[src/verilog/clbat_pkg.sv]
/*
  Shared constants and types for the card local-bus arbiter and timers.
  Assumes a 100 MHz APB clock and a 10 MHz timer reference input.
*/
package clbat_pkg;

  // ----------------------------------------------------------------
  // Clocks and times
  // ----------------------------------------------------------------
  localparam int unsigned PCLK_HZ = 100_000_000;
  localparam int unsigned REF_HZ = 10_000_000;
  localparam int unsigned TICK_MS = 10;
  localparam int unsigned GUARD_MS = 4;
  // One step per lit or dark phase, about fifty pairs in all
  localparam int unsigned BLINK_STEP_MS = 320;
  localparam int unsigned BLINK_SPAN_S = 32;
  // Counts are in reference ticks, not pclk cycles
  localparam int unsigned TICK_CNT = REF_HZ / 1000 * TICK_MS;
  localparam int unsigned GUARD_CNT = REF_HZ / 1000 * GUARD_MS;
  localparam int unsigned BLINK_HALF_CNT =
    REF_HZ / 1000 * BLINK_STEP_MS;
  localparam int unsigned BLINK_HALVES =
    BLINK_SPAN_S * 1000 / BLINK_STEP_MS;

  // ----------------------------------------------------------------
  // Register map
  // ----------------------------------------------------------------
  localparam int unsigned ADDR_W = 12;
  localparam logic [11:0] CTRL_OFF = 12'h000;
  localparam logic [11:0] STATUS_OFF = 12'h004;
  localparam logic [11:0] IRQ_STAT_OFF = 12'h008;
  localparam logic [11:0] IRQ_MASK_OFF = 12'h00c;

  localparam int unsigned CB_NV_CS = 0;
  localparam int unsigned CB_NV_SCLK = 1;
  localparam int unsigned CB_NV_DIN = 2;
  localparam int unsigned CB_TICK_EN = 3;
  localparam int unsigned CB_GUARD_EN = 4;
  localparam int unsigned CB_TEST_LED = 5;
  localparam int unsigned CB_TEST_DONE = 6;
  localparam int unsigned CB_BLINK_GO = 7;
  localparam int unsigned CB_CLR_TICK = 8;
  localparam int unsigned CB_CLR_GUARD = 9;
  localparam int unsigned CTRL_W = 7;
  localparam logic [6:0] CTRL_RST = 7'h00;

  localparam int unsigned SB_MAU_PWR = 0;
  localparam int unsigned SB_NV_DOUT = 1;
  localparam int unsigned SB_BLINK = 2;
  localparam int unsigned SB_GREEN = 3;
  localparam int unsigned SB_OWNER = 4;
  localparam int unsigned SB_TXERR = 8;
  localparam int unsigned TXERR_W = 4;

  localparam int unsigned IRQ_TICK = 0;
  localparam int unsigned IRQ_GUARD = 1;
  localparam int unsigned IRQ_TXERR = 2;
  localparam int unsigned IRQ_W = 3;
  localparam logic [2:0] IRQ_MASK_RST = 3'h0;

  // ----------------------------------------------------------------
  // Local RAM partition
  // ----------------------------------------------------------------
  localparam int unsigned RAM_BYTES = 65536;
  localparam int unsigned NV_BYTES = 32;
  localparam int unsigned RX_BUFS = 32;
  localparam int unsigned TX_BUFS = 8;
  localparam int unsigned BUF_BYTES = 1536;
  localparam logic [16:0] RX_END = 17'(RX_BUFS * BUF_BYTES);
  localparam logic [16:0] TX_END = 17'(RX_BUFS * BUF_BYTES
                                       + TX_BUFS * BUF_BYTES);

  // ----------------------------------------------------------------
  // Types
  // ----------------------------------------------------------------
  typedef struct packed {
    logic net;
    logic dma;
    logic cpu;
  } clbat_req_t;

  typedef struct packed {
    logic cs;
    logic sclk;
    logic din;
  } clbat_nv_t;

  typedef struct packed {
    logic rx;
    logic tx;
    logic other;
  } clbat_region_t;

  typedef enum logic [1:0] {
    OWN_IDLE = 2'b00,
    OWN_CPU = 2'b01,
    OWN_DMA = 2'b10,
    OWN_NET = 2'b11
  } clbat_owner_t;

endpackage : clbat_pkg

[src/verilog/clbat_ref_timer.sv]
/*
  Reference-tick interval timer: pulses once per LIMIT ticks while run.
  Assumes ref_tick is a one-cycle pulse in the pclk domain.
*/
`timescale 1ns/1ps
module clbat_ref_timer #(
  parameter int unsigned LIMIT = 100,
  parameter int unsigned W = $clog2(LIMIT + 1)
) (
  input wire logic pclk,
  input wire logic presetn,
  input wire logic run,
  input wire logic ref_tick,
  output logic expire
);
  import clbat_pkg::*;

  // ----------------------------------------------------------------
  // Counter
  // ----------------------------------------------------------------
  logic [W-1:0] count;
  wire at_end = count == W'(LIMIT - 1);
  wire [W-1:0] next_count = !run ? '0
                          : !ref_tick ? count
                          : at_end ? '0
                          : count + W'(1);

  // Dropping run restarts the interval from zero
  always_ff @(posedge pclk or negedge presetn) begin
    if (!presetn) begin
      count <= '0;
      expire <= 1'b0;
    end else begin
      count <= next_count;
      expire <= run & ref_tick & at_end;
    end
  end

endmodule : clbat_ref_timer

[src/verilog/clbat_arbiter.sv]
/*
  Fixed-priority owner tracker for the shared local memory bus.
  Assumes cyc_busy is high while the owner's bus cycle is in progress.
*/
`timescale 1ns/1ps
module clbat_arbiter (
  input wire logic pclk,
  input wire logic presetn,
  input clbat_pkg::clbat_req_t req,
  input wire logic cyc_busy,
  output clbat_pkg::clbat_req_t grant,
  output clbat_pkg::clbat_owner_t owner
);
  import clbat_pkg::*;

  // ----------------------------------------------------------------
  // Selection
  // ----------------------------------------------------------------
  clbat_owner_t pick;
  clbat_owner_t next_owner;
  logic owner_req;

  assign pick = req.net ? OWN_NET
              : req.dma ? OWN_DMA
              : req.cpu ? OWN_CPU : OWN_IDLE;

  always_comb begin
    next_owner = owner;
    owner_req = 1'b0;
    unique case (owner)
      OWN_IDLE: begin
        next_owner = pick;
      end
      OWN_CPU, OWN_DMA: begin
        owner_req = (owner == OWN_CPU) ? req.cpu : req.dma;
        // Never cut a cycle short; yield only between cycles
        if (!cyc_busy && (req.net || !owner_req)) begin
          next_owner = pick;
        end
      end
      OWN_NET: begin
        if (!cyc_busy && !req.net) begin
          next_owner = pick;
        end
      end
    endcase
  end

  always_ff @(posedge pclk or negedge presetn) begin
    if (!presetn) begin
      owner <= OWN_IDLE;
    end else begin
      owner <= next_owner;
    end
  end

  // One-hot from a single state, so two grants can never meet
  assign grant.net = owner == OWN_NET;
  assign grant.dma = owner == OWN_DMA;
  assign grant.cpu = owner == OWN_CPU;

endmodule : clbat_arbiter

[src/verilog/clbat_top.sv]
/*
  Card local-bus arbiter, tick and transmit-guard timers, control and
  status registers, indicator LEDs, reached over APB.
  Assumes all inputs synchronous to pclk; ref_clk_10m is a sampled level.
*/
// Design decisions made here: the register offsets and the APB register port.
//
// Function
// - Arbiter grants the shared bus to one requester
// - Network controller always wins simultaneous requests
// - Owner finishes current cycle, then yields to network
// - Both timers count the 10 MHz reference
// - Periodic interrupt every 10 ms while enabled
// - Interrupt after transmitting over 4 ms continuously
// - Control bits drive config memory, timers, test LED
// - Status shows attachment power and transmit errors
// - RAM holds 32 receive, 8 transmit buffers
// - 32-byte nonvolatile memory keeps node address
// - Green LED lit after self-test while powered
// - Loopback failure blinks red, 320 ms, 32 s
//
`timescale 1ns/1ps
module clbat_top #(
  parameter int unsigned TICK_LIMIT = clbat_pkg::TICK_CNT,
  parameter int unsigned GUARD_LIMIT = clbat_pkg::GUARD_CNT,
  parameter int unsigned BLINK_LIMIT = clbat_pkg::BLINK_HALF_CNT,
  parameter int unsigned BLINK_TOGGLES = clbat_pkg::BLINK_HALVES
) (
  input wire logic pclk,
  input wire logic presetn,
  input wire logic psel,
  input wire logic penable,
  input wire logic pwrite,
  input wire logic [clbat_pkg::ADDR_W-1:0] paddr,
  input wire logic [31:0] pwdata,
  output logic [31:0] prdata,
  output logic pready,
  output logic pslverr,
  input wire logic ref_clk_10m,
  input clbat_pkg::clbat_req_t req,
  input wire logic cyc_busy,
  output clbat_pkg::clbat_req_t grant,
  input wire logic [15:0] local_addr,
  output clbat_pkg::clbat_region_t region,
  input wire logic tx_active,
  input wire logic [clbat_pkg::TXERR_W-1:0] tx_err,
  input wire logic mau_power,
  input wire logic nv_dout,
  output clbat_pkg::clbat_nv_t nv,
  output logic led_red,
  output logic led_green,
  output logic irq
);
  import clbat_pkg::*;

  // ----------------------------------------------------------------
  // Declarations
  // ----------------------------------------------------------------
  localparam int unsigned BW = $clog2(BLINK_TOGGLES + 1);

  logic [CTRL_W-1:0] ctrl;
  logic [IRQ_W-1:0] irq_stat;
  logic [IRQ_W-1:0] irq_mask;
  logic [TXERR_W-1:0] txerr_lat;
  logic ref_d;
  logic ref_tick;
  logic tick_exp;
  logic guard_exp;
  logic blink_exp;
  logic blink_on;
  logic blink_phase;
  logic [BW-1:0] blink_left;
  clbat_owner_t owner;

  // ----------------------------------------------------------------
  // APB decode
  // ----------------------------------------------------------------
  wire setup = psel & ~penable;
  wire wr = psel & penable & pwrite;
  wire hit_ctrl = paddr == CTRL_OFF;
  wire hit_stat = paddr == STATUS_OFF;
  wire hit_istat = paddr == IRQ_STAT_OFF;
  wire hit_imask = paddr == IRQ_MASK_OFF;
  wire mapped = hit_ctrl | hit_stat | hit_istat | hit_imask;
  wire wr_ctrl = wr & hit_ctrl;
  wire wr_stat = wr & hit_stat;
  wire wr_istat = wr & hit_istat;
  wire wr_imask = wr & hit_imask;

  // Read data is latched in setup, so the slave never stalls
  assign pready = 1'b1;

  // ----------------------------------------------------------------
  // Control register
  // ----------------------------------------------------------------
  // Action bits act on the write and are not stored
  wire blink_go = wr_ctrl & pwdata[CB_BLINK_GO];
  wire clr_tick = wr_ctrl & pwdata[CB_CLR_TICK];
  wire clr_guard = wr_ctrl & pwdata[CB_CLR_GUARD];

  always_ff @(posedge pclk or negedge presetn) begin
    if (!presetn) begin
      ctrl <= CTRL_RST;
    end else if (wr_ctrl) begin
      ctrl <= pwdata[CTRL_W-1:0];
    end
  end

  // Serial lines of the 32-byte node-address store
  assign nv.cs = ctrl[CB_NV_CS];
  assign nv.sclk = ctrl[CB_NV_SCLK];
  assign nv.din = ctrl[CB_NV_DIN];

  // ----------------------------------------------------------------
  // Reference tick
  // ----------------------------------------------------------------
  // Rising edge of the 10 MHz reference, one pclk wide
  always_ff @(posedge pclk or negedge presetn) begin
    if (!presetn) begin
      ref_d <= 1'b0;
    end else begin
      ref_d <= ref_clk_10m;
    end
  end

  assign ref_tick = ref_clk_10m & ~ref_d;

  // ----------------------------------------------------------------
  // Timers
  // ----------------------------------------------------------------
  clbat_ref_timer #(
    .LIMIT(TICK_LIMIT)
  ) u_tick (
    .pclk(pclk),
    .presetn(presetn),
    .run(ctrl[CB_TICK_EN]),
    .ref_tick(ref_tick),
    .expire(tick_exp)
  );

  // Falling transmit clears the count, so each burst is timed afresh
  clbat_ref_timer #(
    .LIMIT(GUARD_LIMIT)
  ) u_guard (
    .pclk(pclk),
    .presetn(presetn),
    .run(ctrl[CB_GUARD_EN] & tx_active),
    .ref_tick(ref_tick),
    .expire(guard_exp)
  );

  // ----------------------------------------------------------------
  // Interrupt status and mask
  // ----------------------------------------------------------------
  wire [IRQ_W-1:0] irq_set = {|tx_err, guard_exp, tick_exp};
  wire [IRQ_W-1:0] irq_clr =
    (wr_istat ? pwdata[IRQ_W-1:0] : '0) | {1'b0, clr_guard, clr_tick};
  // Set beats clear, so an expiry on the clearing write survives
  wire [IRQ_W-1:0] next_irq_stat = (irq_stat & ~irq_clr) | irq_set;

  always_ff @(posedge pclk or negedge presetn) begin
    if (!presetn) begin
      irq_stat <= '0;
    end else begin
      irq_stat <= next_irq_stat;
    end
  end

  always_ff @(posedge pclk or negedge presetn) begin
    if (!presetn) begin
      irq_mask <= IRQ_MASK_RST;
    end else if (wr_imask) begin
      irq_mask <= pwdata[IRQ_W-1:0];
    end
  end

  assign irq = |(irq_stat & irq_mask);

  // ----------------------------------------------------------------
  // Transmit error capture
  // ----------------------------------------------------------------
  wire [TXERR_W-1:0] txerr_clr =
    wr_stat ? pwdata[SB_TXERR +: TXERR_W] : '0;
  wire [TXERR_W-1:0] next_txerr = (txerr_lat & ~txerr_clr) | tx_err;

  always_ff @(posedge pclk or negedge presetn) begin
    if (!presetn) begin
      txerr_lat <= '0;
    end else begin
      txerr_lat <= next_txerr;
    end
  end

  // ----------------------------------------------------------------
  // Loopback failure blink
  // ----------------------------------------------------------------
  clbat_ref_timer #(
    .LIMIT(BLINK_LIMIT)
  ) u_blink (
    .pclk(pclk),
    .presetn(presetn),
    .run(blink_on),
    .ref_tick(ref_tick),
    .expire(blink_exp)
  );

  wire blink_last = blink_left == BW'(1);

  // A new request reloads the 32 s count of halves, lit first; u_blink is not restarted
  always_ff @(posedge pclk or negedge presetn) begin
    if (!presetn) begin
      blink_on <= 1'b0;
      blink_phase <= 1'b0;
      blink_left <= '0;
    end else if (blink_go) begin
      blink_on <= 1'b1;
      blink_phase <= 1'b1;
      blink_left <= BW'(BLINK_TOGGLES);
    end else if (blink_on && blink_exp) begin
      blink_phase <= ~blink_phase;
      blink_left <= blink_left - BW'(1);
      blink_on <= ~blink_last;
    end
  end

  // ----------------------------------------------------------------
  // Indicators
  // ----------------------------------------------------------------
  wire green = ctrl[CB_TEST_DONE] & mau_power;
  wire red = blink_on ? blink_phase : ctrl[CB_TEST_LED];

  always_ff @(posedge pclk or negedge presetn) begin
    if (!presetn) begin
      led_red <= 1'b0;
      led_green <= 1'b0;
    end else begin
      led_red <= red;
      led_green <= green;
    end
  end

  // ----------------------------------------------------------------
  // Local bus arbitration
  // ----------------------------------------------------------------
  clbat_arbiter u_arb (
    .pclk(pclk),
    .presetn(presetn),
    .req(req),
    .cyc_busy(cyc_busy),
    .grant(grant),
    .owner(owner)
  );

  // ----------------------------------------------------------------
  // Local RAM partition
  // ----------------------------------------------------------------
  // Receive ring first, transmit ring next, the rest for firmware
  wire [16:0] la = {1'b0, local_addr};
  assign region.rx = la < RX_END;
  assign region.tx = (la >= RX_END) & (la < TX_END);
  assign region.other = la >= TX_END;

  // ----------------------------------------------------------------
  // Read path
  // ----------------------------------------------------------------
  logic [31:0] status_word;
  logic [31:0] rd_mux;

  always_comb begin
    status_word = '0;
    status_word[SB_MAU_PWR] = mau_power;
    status_word[SB_NV_DOUT] = nv_dout;
    status_word[SB_BLINK] = blink_on;
    status_word[SB_GREEN] = green;
    status_word[SB_OWNER +: 2] = owner;
    status_word[SB_TXERR +: TXERR_W] = txerr_lat;
  end

  assign rd_mux = hit_ctrl ? {{(32 - CTRL_W){1'b0}}, ctrl}
                : hit_stat ? status_word
                : hit_istat ? {{(32 - IRQ_W){1'b0}}, irq_stat}
                : hit_imask ? {{(32 - IRQ_W){1'b0}}, irq_mask}
                : 32'h0000_0000;

  always_ff @(posedge pclk or negedge presetn) begin
    if (!presetn) begin
      prdata <= '0;
      pslverr <= 1'b0;
    end else if (setup) begin
      prdata <= rd_mux;
      pslverr <= ~mapped;
    end
  end

endmodule : clbat_top

[config.mk]
export PLATFORM = sky130hd
export DESIGN_NAME = clbat_top
export DESIGN_NICKNAME = d
export VERILOG_FILES = /design/src/verilog/clbat_pkg.sv /design/src/verilog/clbat_ref_timer.sv /design/src/verilog/clbat_arbiter.sv /design/src/verilog/clbat_top.sv
export SDC_FILE = /design/constraint.sdc
export NUM_CORES = 1
export LEC_CHECK = 0
export ABC_AREA = 1
export BUFFER_PORTS_ARGS = -buffer_cell sky130_fd_sc_hd__buf_4
export CORE_MARGIN = 2
export CORE_UTILIZATION = 55
export DETAILED_ROUTE_END_ITERATION = 7
export PLACE_DENSITY_LB_ADDON = 0.3
export SYNTH_ARGS = -nofsm -noshare
export SYNTH_HDL_FRONTEND = slang
export SYNTH_SLANG_ARGS = --single-unit
[constraint.sdc]
create_clock -name pclk -period 2.05 [get_ports pclk]
set_clock_uncertainty 0.15 [all_clocks]
set_input_delay 0.41 -clock pclk [delete_from_list [all_inputs] [get_ports pclk]]
set_output_delay 0.41 -clock pclk [all_outputs]
set_load 0.02 [all_outputs]
==> run metrics, run 1 <==
count of H-tree levels built during CTS=3; share of the synthesized area in the top cell type=a little over two fifths; Tightest Pin Transition=slightly above 0.5 ns; Crit path arrival time=roughly 2.0 ns; number of setup violations in the final report=0; starting density of the core=between 50 and 60%; count of input and output buffers=68; most instantiated flip-flop cell in the synthesis netlist=dfrtp_1; Sink Count=about 100; Die ar.=~12000 sq um; synthesized area=5930 sq um; pin count of the biggest net entering global routing=37; Async S/R FF share, synth=100%; Period minus WS final=about 1.9 ns; length of the first detailed-routing pass in iterations=8; width of the die=~110 um; cells taking the most area after synthesis=dfrtp_1, nand2_1, nand3_1; Synth-to-Final Area Change=14.8%; startpoint kind of the worst setup timing path=register; total of max-cap violations=0; R2R Setup Slk=between 0.15 and 0.2 ns; Placement Rows=37; Avg Cell Area, Syn=approximately 7.7 sq um; Slew Viols, Final=0; total met3 wirelength after detailed routing=~800 um; Netlist cell types=45; buffer levels on the longest clock path=2; global routing usage summed across all routing layers=24.0%; number of hold-slack violations in the final timing report=0; global-route wire length before repair=~22 mm; Yosys warning count=0; count of placed standard cells including taps=974; maximum VDD drop=around 0.00041 V; critical path class=register to register; endpoint kind of the worst setup timing path=register; Die Height=~110 um; r2r startpoint=u_tick.count[0]$_DFFE_PN0P_; top cells by count, synth=nand2_1, dfrtp_1, inv_1; number of nets still failing antenna checks after routing=0; Gate Count Post-Synth=~770; drt wl/cell=13.4 um; data required time at the worst endpoint=around 2.2 ns; via count of the first global-routing pass=approximately 5000; drt initial violations=483; endpoint of the most critical register-to-register path=u_tick.count[16]$_DFFE_PN0P_; share of cells above drive strength 1=17.0%; Hold WC Path Type=input port to register; count of non-filler cells in the finished layout=around 990; M1 WL=between 5 and 6 mm; share of the core filled with cells=approximately two thirds; flops & latches, synth=a little over 100; setup_tns=0 ns; leak pwr=about 3.2 nW; portion of the post-synthesis area used by sequential elements=between 40 and 50%; RSZ-0062 raised after global routing=false; met2 layer wire length in the routed design=6.41 mm; io pins=about 120; RD Place Congestion=between 0.8 and 0.9; diodes inserted=0; clock buffers created by TritonCTS=9; total core area=~10000 sq um; hold worst-path end=ref_d$_DFF_PN0_; number of DRC violations after detailed routing=0; clk slew on worst S/H paths=~0.10 ns; Fmax achieved=~540 MHz; routed via count=around 5400; total power density per cell area=~680 nW/um^2; library cell with the highest instance count after synthesis=nand2_1; Post-DP HPWL=about 10 mm; GR Overflow Total=0; clock insertion delay at the later pin of the skew report=0.37 ns; number of enable flip-flop cells after synthesis=0; Period Utilization, post-route=91.0%; status=complete, no violations; via/cell ratio=roughly 5.5; count of nets after finishing=between 900 and 1000; min-delay src=ref_clk_10m; uppermost routed layer=met4; Worst Path Max Fanout=6; number of antenna violations at the first check in global routing=0; Power Total=about 0.0046 W; master cell of the clock root buffer=clkbuf_8; number of cells on the worst reg-to-reg path=8; post-route worst hold slack=0.0272 ns; Max-Slew Margin vs Limit=between 60% and 70%; cell accounting for the most synthesized area=dfrtp_1; count of fill cells added during filler insertion=a little over 800; CTS tree=done; number of cells on the worst hold path=1; Routed WL=13.3 mm
[layer usage]
layer / vias to the layer above / global-route usage [%]
li1: 2630 / -
met2: 206 / 41.0
met4: 0 / 7.78
met3: 21 / 4.42
met1: 2553 / 30.8
met5: - / 0
[worst max-delay path, cell delays in order, from the launching register on]
cell and delay [ns]:
dfrtp_1 0.40, ha_1 0.20, nand2_1 0.08, nor2_2 0.24, nand3_1 0.19, nor2_2 0.24
nand4_1 0.11, nand2_1 0.08, o21ai_1 0.06
[cell families (layout without fill, tap and decap cells)]
| group | count (synthesis) | count (layout) | share of synthesized area [%] |
|---|---|---|---|
| compound gates | 108 | 108 | 10.3 |
| xor+xnor | 18 | 18 | 2.66 |
| fa+ha+maj | 8 | 8 | 1.69 |
| buf+inv | 123 | 192 | 10.0 |
| flops | 101 | 101 | 42.6 |
| other cells | 2 | 22 | 0.127 |
| simple gates | 406 | 406 | 32.5 |
[worst max path at each step]
stage                                            start                      endpoint  slack [ns]  depth (start not counted)
after floorplan           u_guard.count[0]$_DFFE_PN0P_  u_guard.count[9]$_DFFE_PN0P_        0.44                         10
after global placement                        paddr[1]     blink_left[3]$_DFFE_PN0P_        0.20                          9
after detailed placement                      paddr[1]     blink_left[6]$_DFFE_PN0P_        0.13                          9
after CTS                 u_guard.count[0]$_DFFE_PN0P_  u_guard.count[9]$_DFFE_PN0P_        0.18                         10
after global routing      u_guard.count[0]$_DFFE_PN0P_  u_guard.count[9]$_DFFE_PN0P_       0.007                         10
final                      u_tick.count[0]$_DFFE_PN0P_  u_tick.count[16]$_DFFE_PN0P_        0.19                          8
[sequential cells by signal (all words and copies together), names as in the netlist, 4 cells and up]
signal         cells
u_tick.count      17
txerr_lat          4
blink_left         7
u_guard.count     16
ctrl               7
prdata            11
u_blink.count     22
[stage by stage]
step,instance area [sq um],setup slack (ns)
finish,6800,0.185
global route,6800,0.00652
CTS,6800,0.179
detailed placement,6560,0.133
global placement,6560,0.198
floorplan,6000,0.444
[layout by cell type, fill, tap and decap left out, types with 2 or more instances in the layout]
cell,Yosys,final
nand3_2,3,3
buf_4,26,83
o21ai_2,4,4
dfrtp_1,101,101
conb_1,2,22
xor2_1,12,12
nor2_2,7,7
o211ai_1,4,4
o21ai_0,56,56
clkbuf_8,1,10
nor2_8,2,2
nand2_1,198,198
nand4_1,24,24
o22ai_1,6,6
inv_1,84,84
a21oi_1,12,12
nor3_1,23,23
nand2_4,3,3
or2_2,2,2
bufinv_16,0,2
a31oi_1,4,4
a21o_1,3,3
o31ai_1,2,2
inv_2,5,5
inv_6,0,2
nand2_2,4,4
xnor2_1,6,6
o21ai_1,11,11
clkinvlp_4,0,2
clkinv_1,2,2
o21bai_1,3,3
nor2_1,54,54
ha_1,8,8
nor2_4,11,11
nand3_1,69,69
[area by class of cell]
cell class | instances | area [sq um] | area share (%)
multi-input cells | 562 | 2880 | 42.3
flip-flops and latches | 101 | 2530 | 37.2
repair buffers | 85 | 653 | 9.60
inverters | 91 | 342 | 5.02
well taps | 136 | 170 | 2.50
clock buffers | 10 | 138 | 2.02
clock inverters | 6 | 92.6 | 1.36
[report_power, final]
group	internal [W]	switching (W)	total [W]
sequential	0.00216	0.000194	0.00235
clock	0.000730	0.000721	0.00145
combinational	0.000331	0.000494	0.000824
total	0.00322	0.00141	0.00463
[what timing repair did]
item	4_1_cts	5_1_grt
buffers inserted	0	0
endpoints found under the hold margin	32	0
resized for setup	0	0
hold buffers	1	0
(Power assumes the default switching activity.)
==> run 2, diff against run 1 <==
- HOLD_SLACK_MARGIN: not set -> 0.03
==> run 2 against run 1 <==
Power about the same; first-iteration DRC count down 11%; global-route usage about the same; via count up 0.18%; non-clock buffer count up 3; die area unchanged; hold slack better by 0.059 ns; combinational power up 0.7%; final cell count up 0.30%; sequential power about the same; largest cell class unchanged.
==> run metrics, run 2 (synthesis results as in run 1) <==
Post-DP HPWL=between 10 and 15 mm; Routed WL=about 13 mm; count of nets after finishing=938; share of cells above drive strength 1=between 10% and 20%; area of combinational cells with multiple inputs=around 2900 sq um; Period minus WS final=a little under 2 ns; registers with the most flip-flops=u_blink.count x22, u_tick.count x17, u_guard.count x16; Worst Path Max Fanout=6; Hold WC Path Type=input port to register; most frequent cells in the layout=nand2_1, dfrtp_1, buf_4, inv_1, nand3_1; Critical Path Max Stage Delay=approximately 0.53 ns; pin count of the biggest net entering global routing=37; Top reg by flops=u_blink.count; buffer levels on the longest clock path=2; Sequential cell area=2530 sq um; count of fill cells added during filler insertion=between 800 and 900; endpoint kind of the worst setup timing path=register; master cell of the clock root buffer=clkbuf_8; Cell Chain, Critical Path=dlygate4sd3_1, buf_4, inv_1, nor2_4, inv_2, nor2_1, inv_1, nor2_4, buf_4, nand2_1, a21oi_1; number of cells on the worst reg-to-reg path=10; number of cells on the worst hold path=2; global-route wire length before repair=around 22 mm; count of input and output buffers=68; max FFs per register=22; RSZ-0062 raised after global routing=false; most common cell after layout, fill and taps aside=nand2_1; drt initial violations=430; Sink Count=approximately 100; Die Height=about 110 um; RD Place Congestion=about 0.89; status=complete, no violations; via/cell ratio=about 5.5; io pins=123; clk slew on worst S/H paths=about 0.10 ns; length of the first detailed-routing pass in iterations=6; Tightest Pin Transition=just over 0.5 ns; diodes inserted=0; total of max-cap violations=0; startpoint kind of the worst setup timing path=input port; data required time at the worst endpoint=2.20 ns; via count of the first global-routing pass=~5000; number of nets still failing antenna checks after routing=0; setup_tns=0 ns; post-route worst hold slack=0.0862 ns; Max-Slew Margin vs Limit=approximately 66%; number of setup violations in the final report=0; Die ar.=~12000 sq um; leak pwr=about 3.2 nW; Fmax achieved=~510 MHz; Crit path arrival time=around 2.1 ns; critical path class=input port to register; Synth-to-Final Area Change=15.2%; total core area=~10000 sq um; Placement Rows=37; Critical-path top delay cell=dlygate4sd3_1; clock buffers created by TritonCTS=9; maximum VDD drop=between 0.0004 and 0.0005 V; routed via count=roughly 5400; width of the die=~110 um; CTS tree=done; number of antenna violations at the first check in global routing=0; number of DRC violations after detailed routing=0; Power Total=between 0.004 and 0.005 W; share of the core filled with cells=around 66%; count of H-tree levels built during CTS=3; Period Utilization, post-route=a little over nine tenths; drt wl/cell=between 10 and 15 um; global routing usage summed across all routing layers=about a quarter; number of hold-slack violations in the final timing report=0; Slew Viols, Final=0; starting density of the core=a little under three fifths; total power density per cell area=between 600 and 700 nW/um^2; clock insertion delay at the later pin of the skew report=approximately 0.37 ns; GR Overflow Total=0
[run 2: cell types whose count changed in the layout (fill, tap and decap cells not counted)]
cell           change
buf_4              +2
dlygate4sd3_1      +1
o21ai_0            -1
o21ai_1            +1
[run 2: worst max-delay path: cells and delay by family]
| kind | cells | cell delay, ns |
|---|---|---|
| AOI/OAI and AO/OA | 1 | 0.12 |
| and+or+nand+nor | 4 | 0.51 |
| buffers and inverters | 6 | 1.08 |
[run 2: power breakdown]
| group | internal (W) | switching [W] | leakage [nW] | total (W) |
|---|---|---|---|---|
| Sequential | 0.00216 | 0.000194 | 1.28 | 0.00235 |
| Combinational | 0.000334 | 0.000496 | 1.84 | 0.000830 |
| Clock | 0.000730 | 0.000716 | 0.110 | 0.00145 |
| Total | 0.00322 | 0.00141 | 3.23 | 0.00463 |
[run 2: worst paths after layout]
path,startpoint,endpoint,slack (ns)
worst min-delay path,tx_err[1],txerr_lat[1]$_DFF_PN0_,0.09
worst max register to register,u_guard.count[0]$_DFFE_PN0P_,u_guard.count[9]$_DFFE_PN0P_,0.19
min in group asynchronous,presetn,prdata[5]$_DFFE_PN0P_,0.39
worst max-delay path,ref_clk_10m,u_blink.count[21]$_DFFE_PN0P_,0.08
worst min register to register,u_tick.expire$_DFF_PN0_,irq_stat[0]$_DFF_PN0_,0.28
max in group asynchronous,presetn,u_blink.expire$_DFF_PN0_,0.74
[run 2: per-layer routing]
| layer | global-route usage, % | routed length [um] |
|---|---|---|
| met2 | 41.0 | 6500 |
| met4 | 7.78 | 163 |
| met3 | 4.42 | 844 |
| met5 | 0 | 0 |
| met1 | 30.8 | 5910 |
[run 2: final cells by class]
| cell class | count | share of cell area, % |
|---|---|---|
| Sequential cell | 101 | 37.0 |
| Inverter | 91 | 5.00 |
| Clock buffer | 10 | 2.02 |
| Tap cell | 136 | 2.49 |
| Multi-Input combinational cell | 562 | 42.2 |
| Timing Repair Buffer | 88 | 9.93 |
| Clock inverter | 6 | 1.36 |
[run 2: per-stage QoR]
step,instance area [sq um],setup slack [ns],std cells
2_1_floorplan,6000,0.444,786
3_3_place_gp,6560,0.198,974
3_5_place_dp,6560,0.133,974
4_1_cts,6810,0.0505,992
5_1_grt,6830,0.00652,994
6_report,6830,0.0832,994
[run 2: timing repair]
action / 4_1_cts / 5_1_grt
setup endpoints to repair: 0 / 7
hold endpoints to repair: 33 / 0
gates resized for setup: 0 / 1
hold buffers: 2 / 0
buffers inserted: 0 / 2
==> run 3, diff against run 2 <==
- MAX_ROUTING_LAYER: not set -> met4
- REMOVE_ABC_BUFFERS: not set -> 1
==> run 3 against run 2 <==
Wire length rose by 0.64%; non-clock buffer count fell by 1; largest cell class unchanged; sequential power barely moved; sequential cell count did not move; critical path type is now register to register; clock power fell by 14%; maximum frequency rose by 4.0%; global-route usage rose by 1.0 points; critical path depth fell by 1; combinational power rose by 2%; utilization fell by 0.20 points; worst setup slack improved by 0.076 ns.
==> run metrics, run 3 (synthesis results as in run 1) <==
Switching Power=approximately 0.0015 W; setup_tns=0 ns; cell occurring most often along the worst timing path=nand2_1; number of antenna violations at the first check in global routing=0; buffer levels on the longest clock path=2; final design area excluding fillers=6810 sq um; number of cells upsized or downsized after cts=0; most common cell after layout, fill and taps aside=nand2_1; Critical-path top delay cell=dfrtp_1; Synth-to-Final Area Change=14.8%; global-route wire length before repair=~23 mm; Top reg by flops=u_blink.count; number of hold-slack violations in the final timing report=0; Routed WL=between 10 and 15 mm; master cell of the clock root buffer=clkbuf_8; total power density per cell area=between 600 and 700 nW/um^2; data required time at the worst endpoint=2.16 ns; Die ar.=about 12000 sq um; clock insertion delay at the later pin of the skew report=0.38 ns; total core area=10400 sq um; switching fraction of total power=32.8%; count of nets after finishing=around 940; RD Place Congestion=between 0.9 and 1; number of cells on the worst reg-to-reg path=10; pin count of the biggest net entering global routing=44; Die Height=approximately 110 um; io pins=123; number of nets still failing antenna checks after routing=0; post-CTS setup buffer count=0; GR Overflow Total=0; max FFs per register=22; Critical Path Start=u_guard.count[0]$_DFFE_PN0P_; count of fill cells added during filler insertion=just over 900; Crit path arrival time=~2 ns; grt peak-use layer=met2; diodes inserted=0; width of the die=approximately 110 um; count of input and output buffers=between 60 and 70; cell internal pwr=about 0.0030 W; R2R Setup Slk=approximately 0.16 ns; min-delay src=tx_err[2]; r2r startpoint=u_guard.count[0]$_DFFE_PN0P_; Critical Path Max Stage Delay=around 0.4 ns; Sink Count=slightly above 100; status=complete, no violations; starting density of the core=between 50 and 60%; global routing usage summed across all routing layers=25.0%; registers with the most flip-flops=u_blink.count x22, u_tick.count x17, u_guard.count x16; count of placed standard cells including taps=between 900 and 1000; length of the first detailed-routing pass in iterations=8; global-route met3 utilization=between 3 and 4%; most frequent cells in the layout=nand2_1, dfrtp_1, inv_1, buf_4, nand3_1; hold worst-path end=txerr_lat[2]$_DFF_PN0_; Worst Path Max Fanout=8; minimum setup slack in the final design=0.159 ns; clock buffers created by TritonCTS=9; count of non-filler cells in the finished layout=993; met2 Use GR=around two fifths; count of H-tree levels built during CTS=3; maximum VDD drop=0.000430 V; startpoint kind of the worst setup timing path=register; combinational group share of total power=19.0%; via/cell ratio=between 5 and 6; via count of the first global-routing pass=approximately 5000; drt wl/cell=between 10 and 15 um; Period Utilization, post-route=about 92%; total of max-cap violations=0; number of setup violations in the final report=0; critical path class=register to register; number of DRC violations after detailed routing=0; Sequential cell area=between 2000 and 3000 sq um; RSZ-0062 raised after global routing=false; worst slack at placement=about 0.13 ns; routed via count=5316; CTS tree=done; number of cells on the worst hold path=2; area of combinational cells with multiple inputs=approximately 2900 sq um; Slew Viols, Final=0; share of cells above drive strength 1=between 10% and 20%; dpl cell area=between 6000 and 7000 sq um; Post-DP HPWL=about 10 mm; Period minus WS final=approximately 1.9 ns; Fmax achieved=approximately 530 MHz; clock network fraction of total power=28.0%; Hold WC Path Type=input port to register; global routing usage on met1=32.4%; drt initial violations=342; leak pwr=between 3 and 4 nW; Cell Chain, Critical Path=ha_1, nand2_1, nor2_4, nand2_2, nor2_8, nand3_4, nand2_4, nor2_1, nand2_1, o21ai_1; Placement Rows=37; Sequential Power Share=a little over half; endpoint of the most critical register-to-register path=u_guard.count[9]$_DFFE_PN0P_; share of the core filled with cells=about 65%; endpoint kind of the worst setup timing path=register; clk slew on worst S/H paths=approximately 0.11 ns
## run 3: how the worst max path moves through the flow
stage                                         to  slack, ns
floorplan                  prdata[6]$_DFFE_PN0P_       0.23
global placement             ctrl[0]$_DFFE_PN0N_       0.20
detailed placement           ctrl[0]$_DFFE_PN0N_       0.13
CTS                 u_guard.count[9]$_DFFE_PN0P_       0.16
global route         u_tick.count[7]$_DFFE_PN0P_       0.02
finish              u_guard.count[9]$_DFFE_PN0P_       0.16
## run 3: final cells by class
| type | instances | share of cell area, % |
|---|---|---|
| Inverter | 91 | 5.02 |
| Tap cell | 136 | 2.50 |
| Clock inverter | 6 | 0.790 |
| Sequential cell | 101 | 37.1 |
| Clock buffer | 10 | 2.02 |
| Multi-Input combinational cell | 562 | 42.3 |
| Timing Repair Buffer | 87 | 10.2 |
## run 3: repair_timing
action,4_1_cts,5_1_grt
setup endpoints to repair,0,0
endpoints found under the hold margin,29,0
hold buffers,2,0
## run 3: power by group through the flow
stage               sequential, W  clock [W]  combinational (W)
floorplan                 0.00236          0           0.000530
global placement          0.00238          0           0.000803
detailed placement        0.00240          0           0.000839
CTS                       0.00236    0.00127           0.000852
global route              0.00239    0.00134           0.000958
finish                    0.00236    0.00124           0.000845
## run 3: critical path: cells and delay by family, from the launching register on
kind	cells	cell delay [ns]
fa+ha+maj	1	0.21
flops	1	0.40
simple gates	8	0.95
compound gates	1	0.06
## run 3: layer usage
metal	part of all wire, %	vias to the layer above
li1	-	2625
met1	45	2503
met2	47	175
met3	6.4	13
met4	1.3	0
met5	0	-
## run 3: metrics by stage
step | hold WS (ns) | total power [W]
after floorplan | -0.0356 | 0.00289
after global placement | 0.222 | 0.00318
after detailed placement | 0.230 | 0.00324
after CTS | 0.0509 | 0.00448
after global routing | 0.0565 | 0.00469
final | 0.0667 | 0.00445
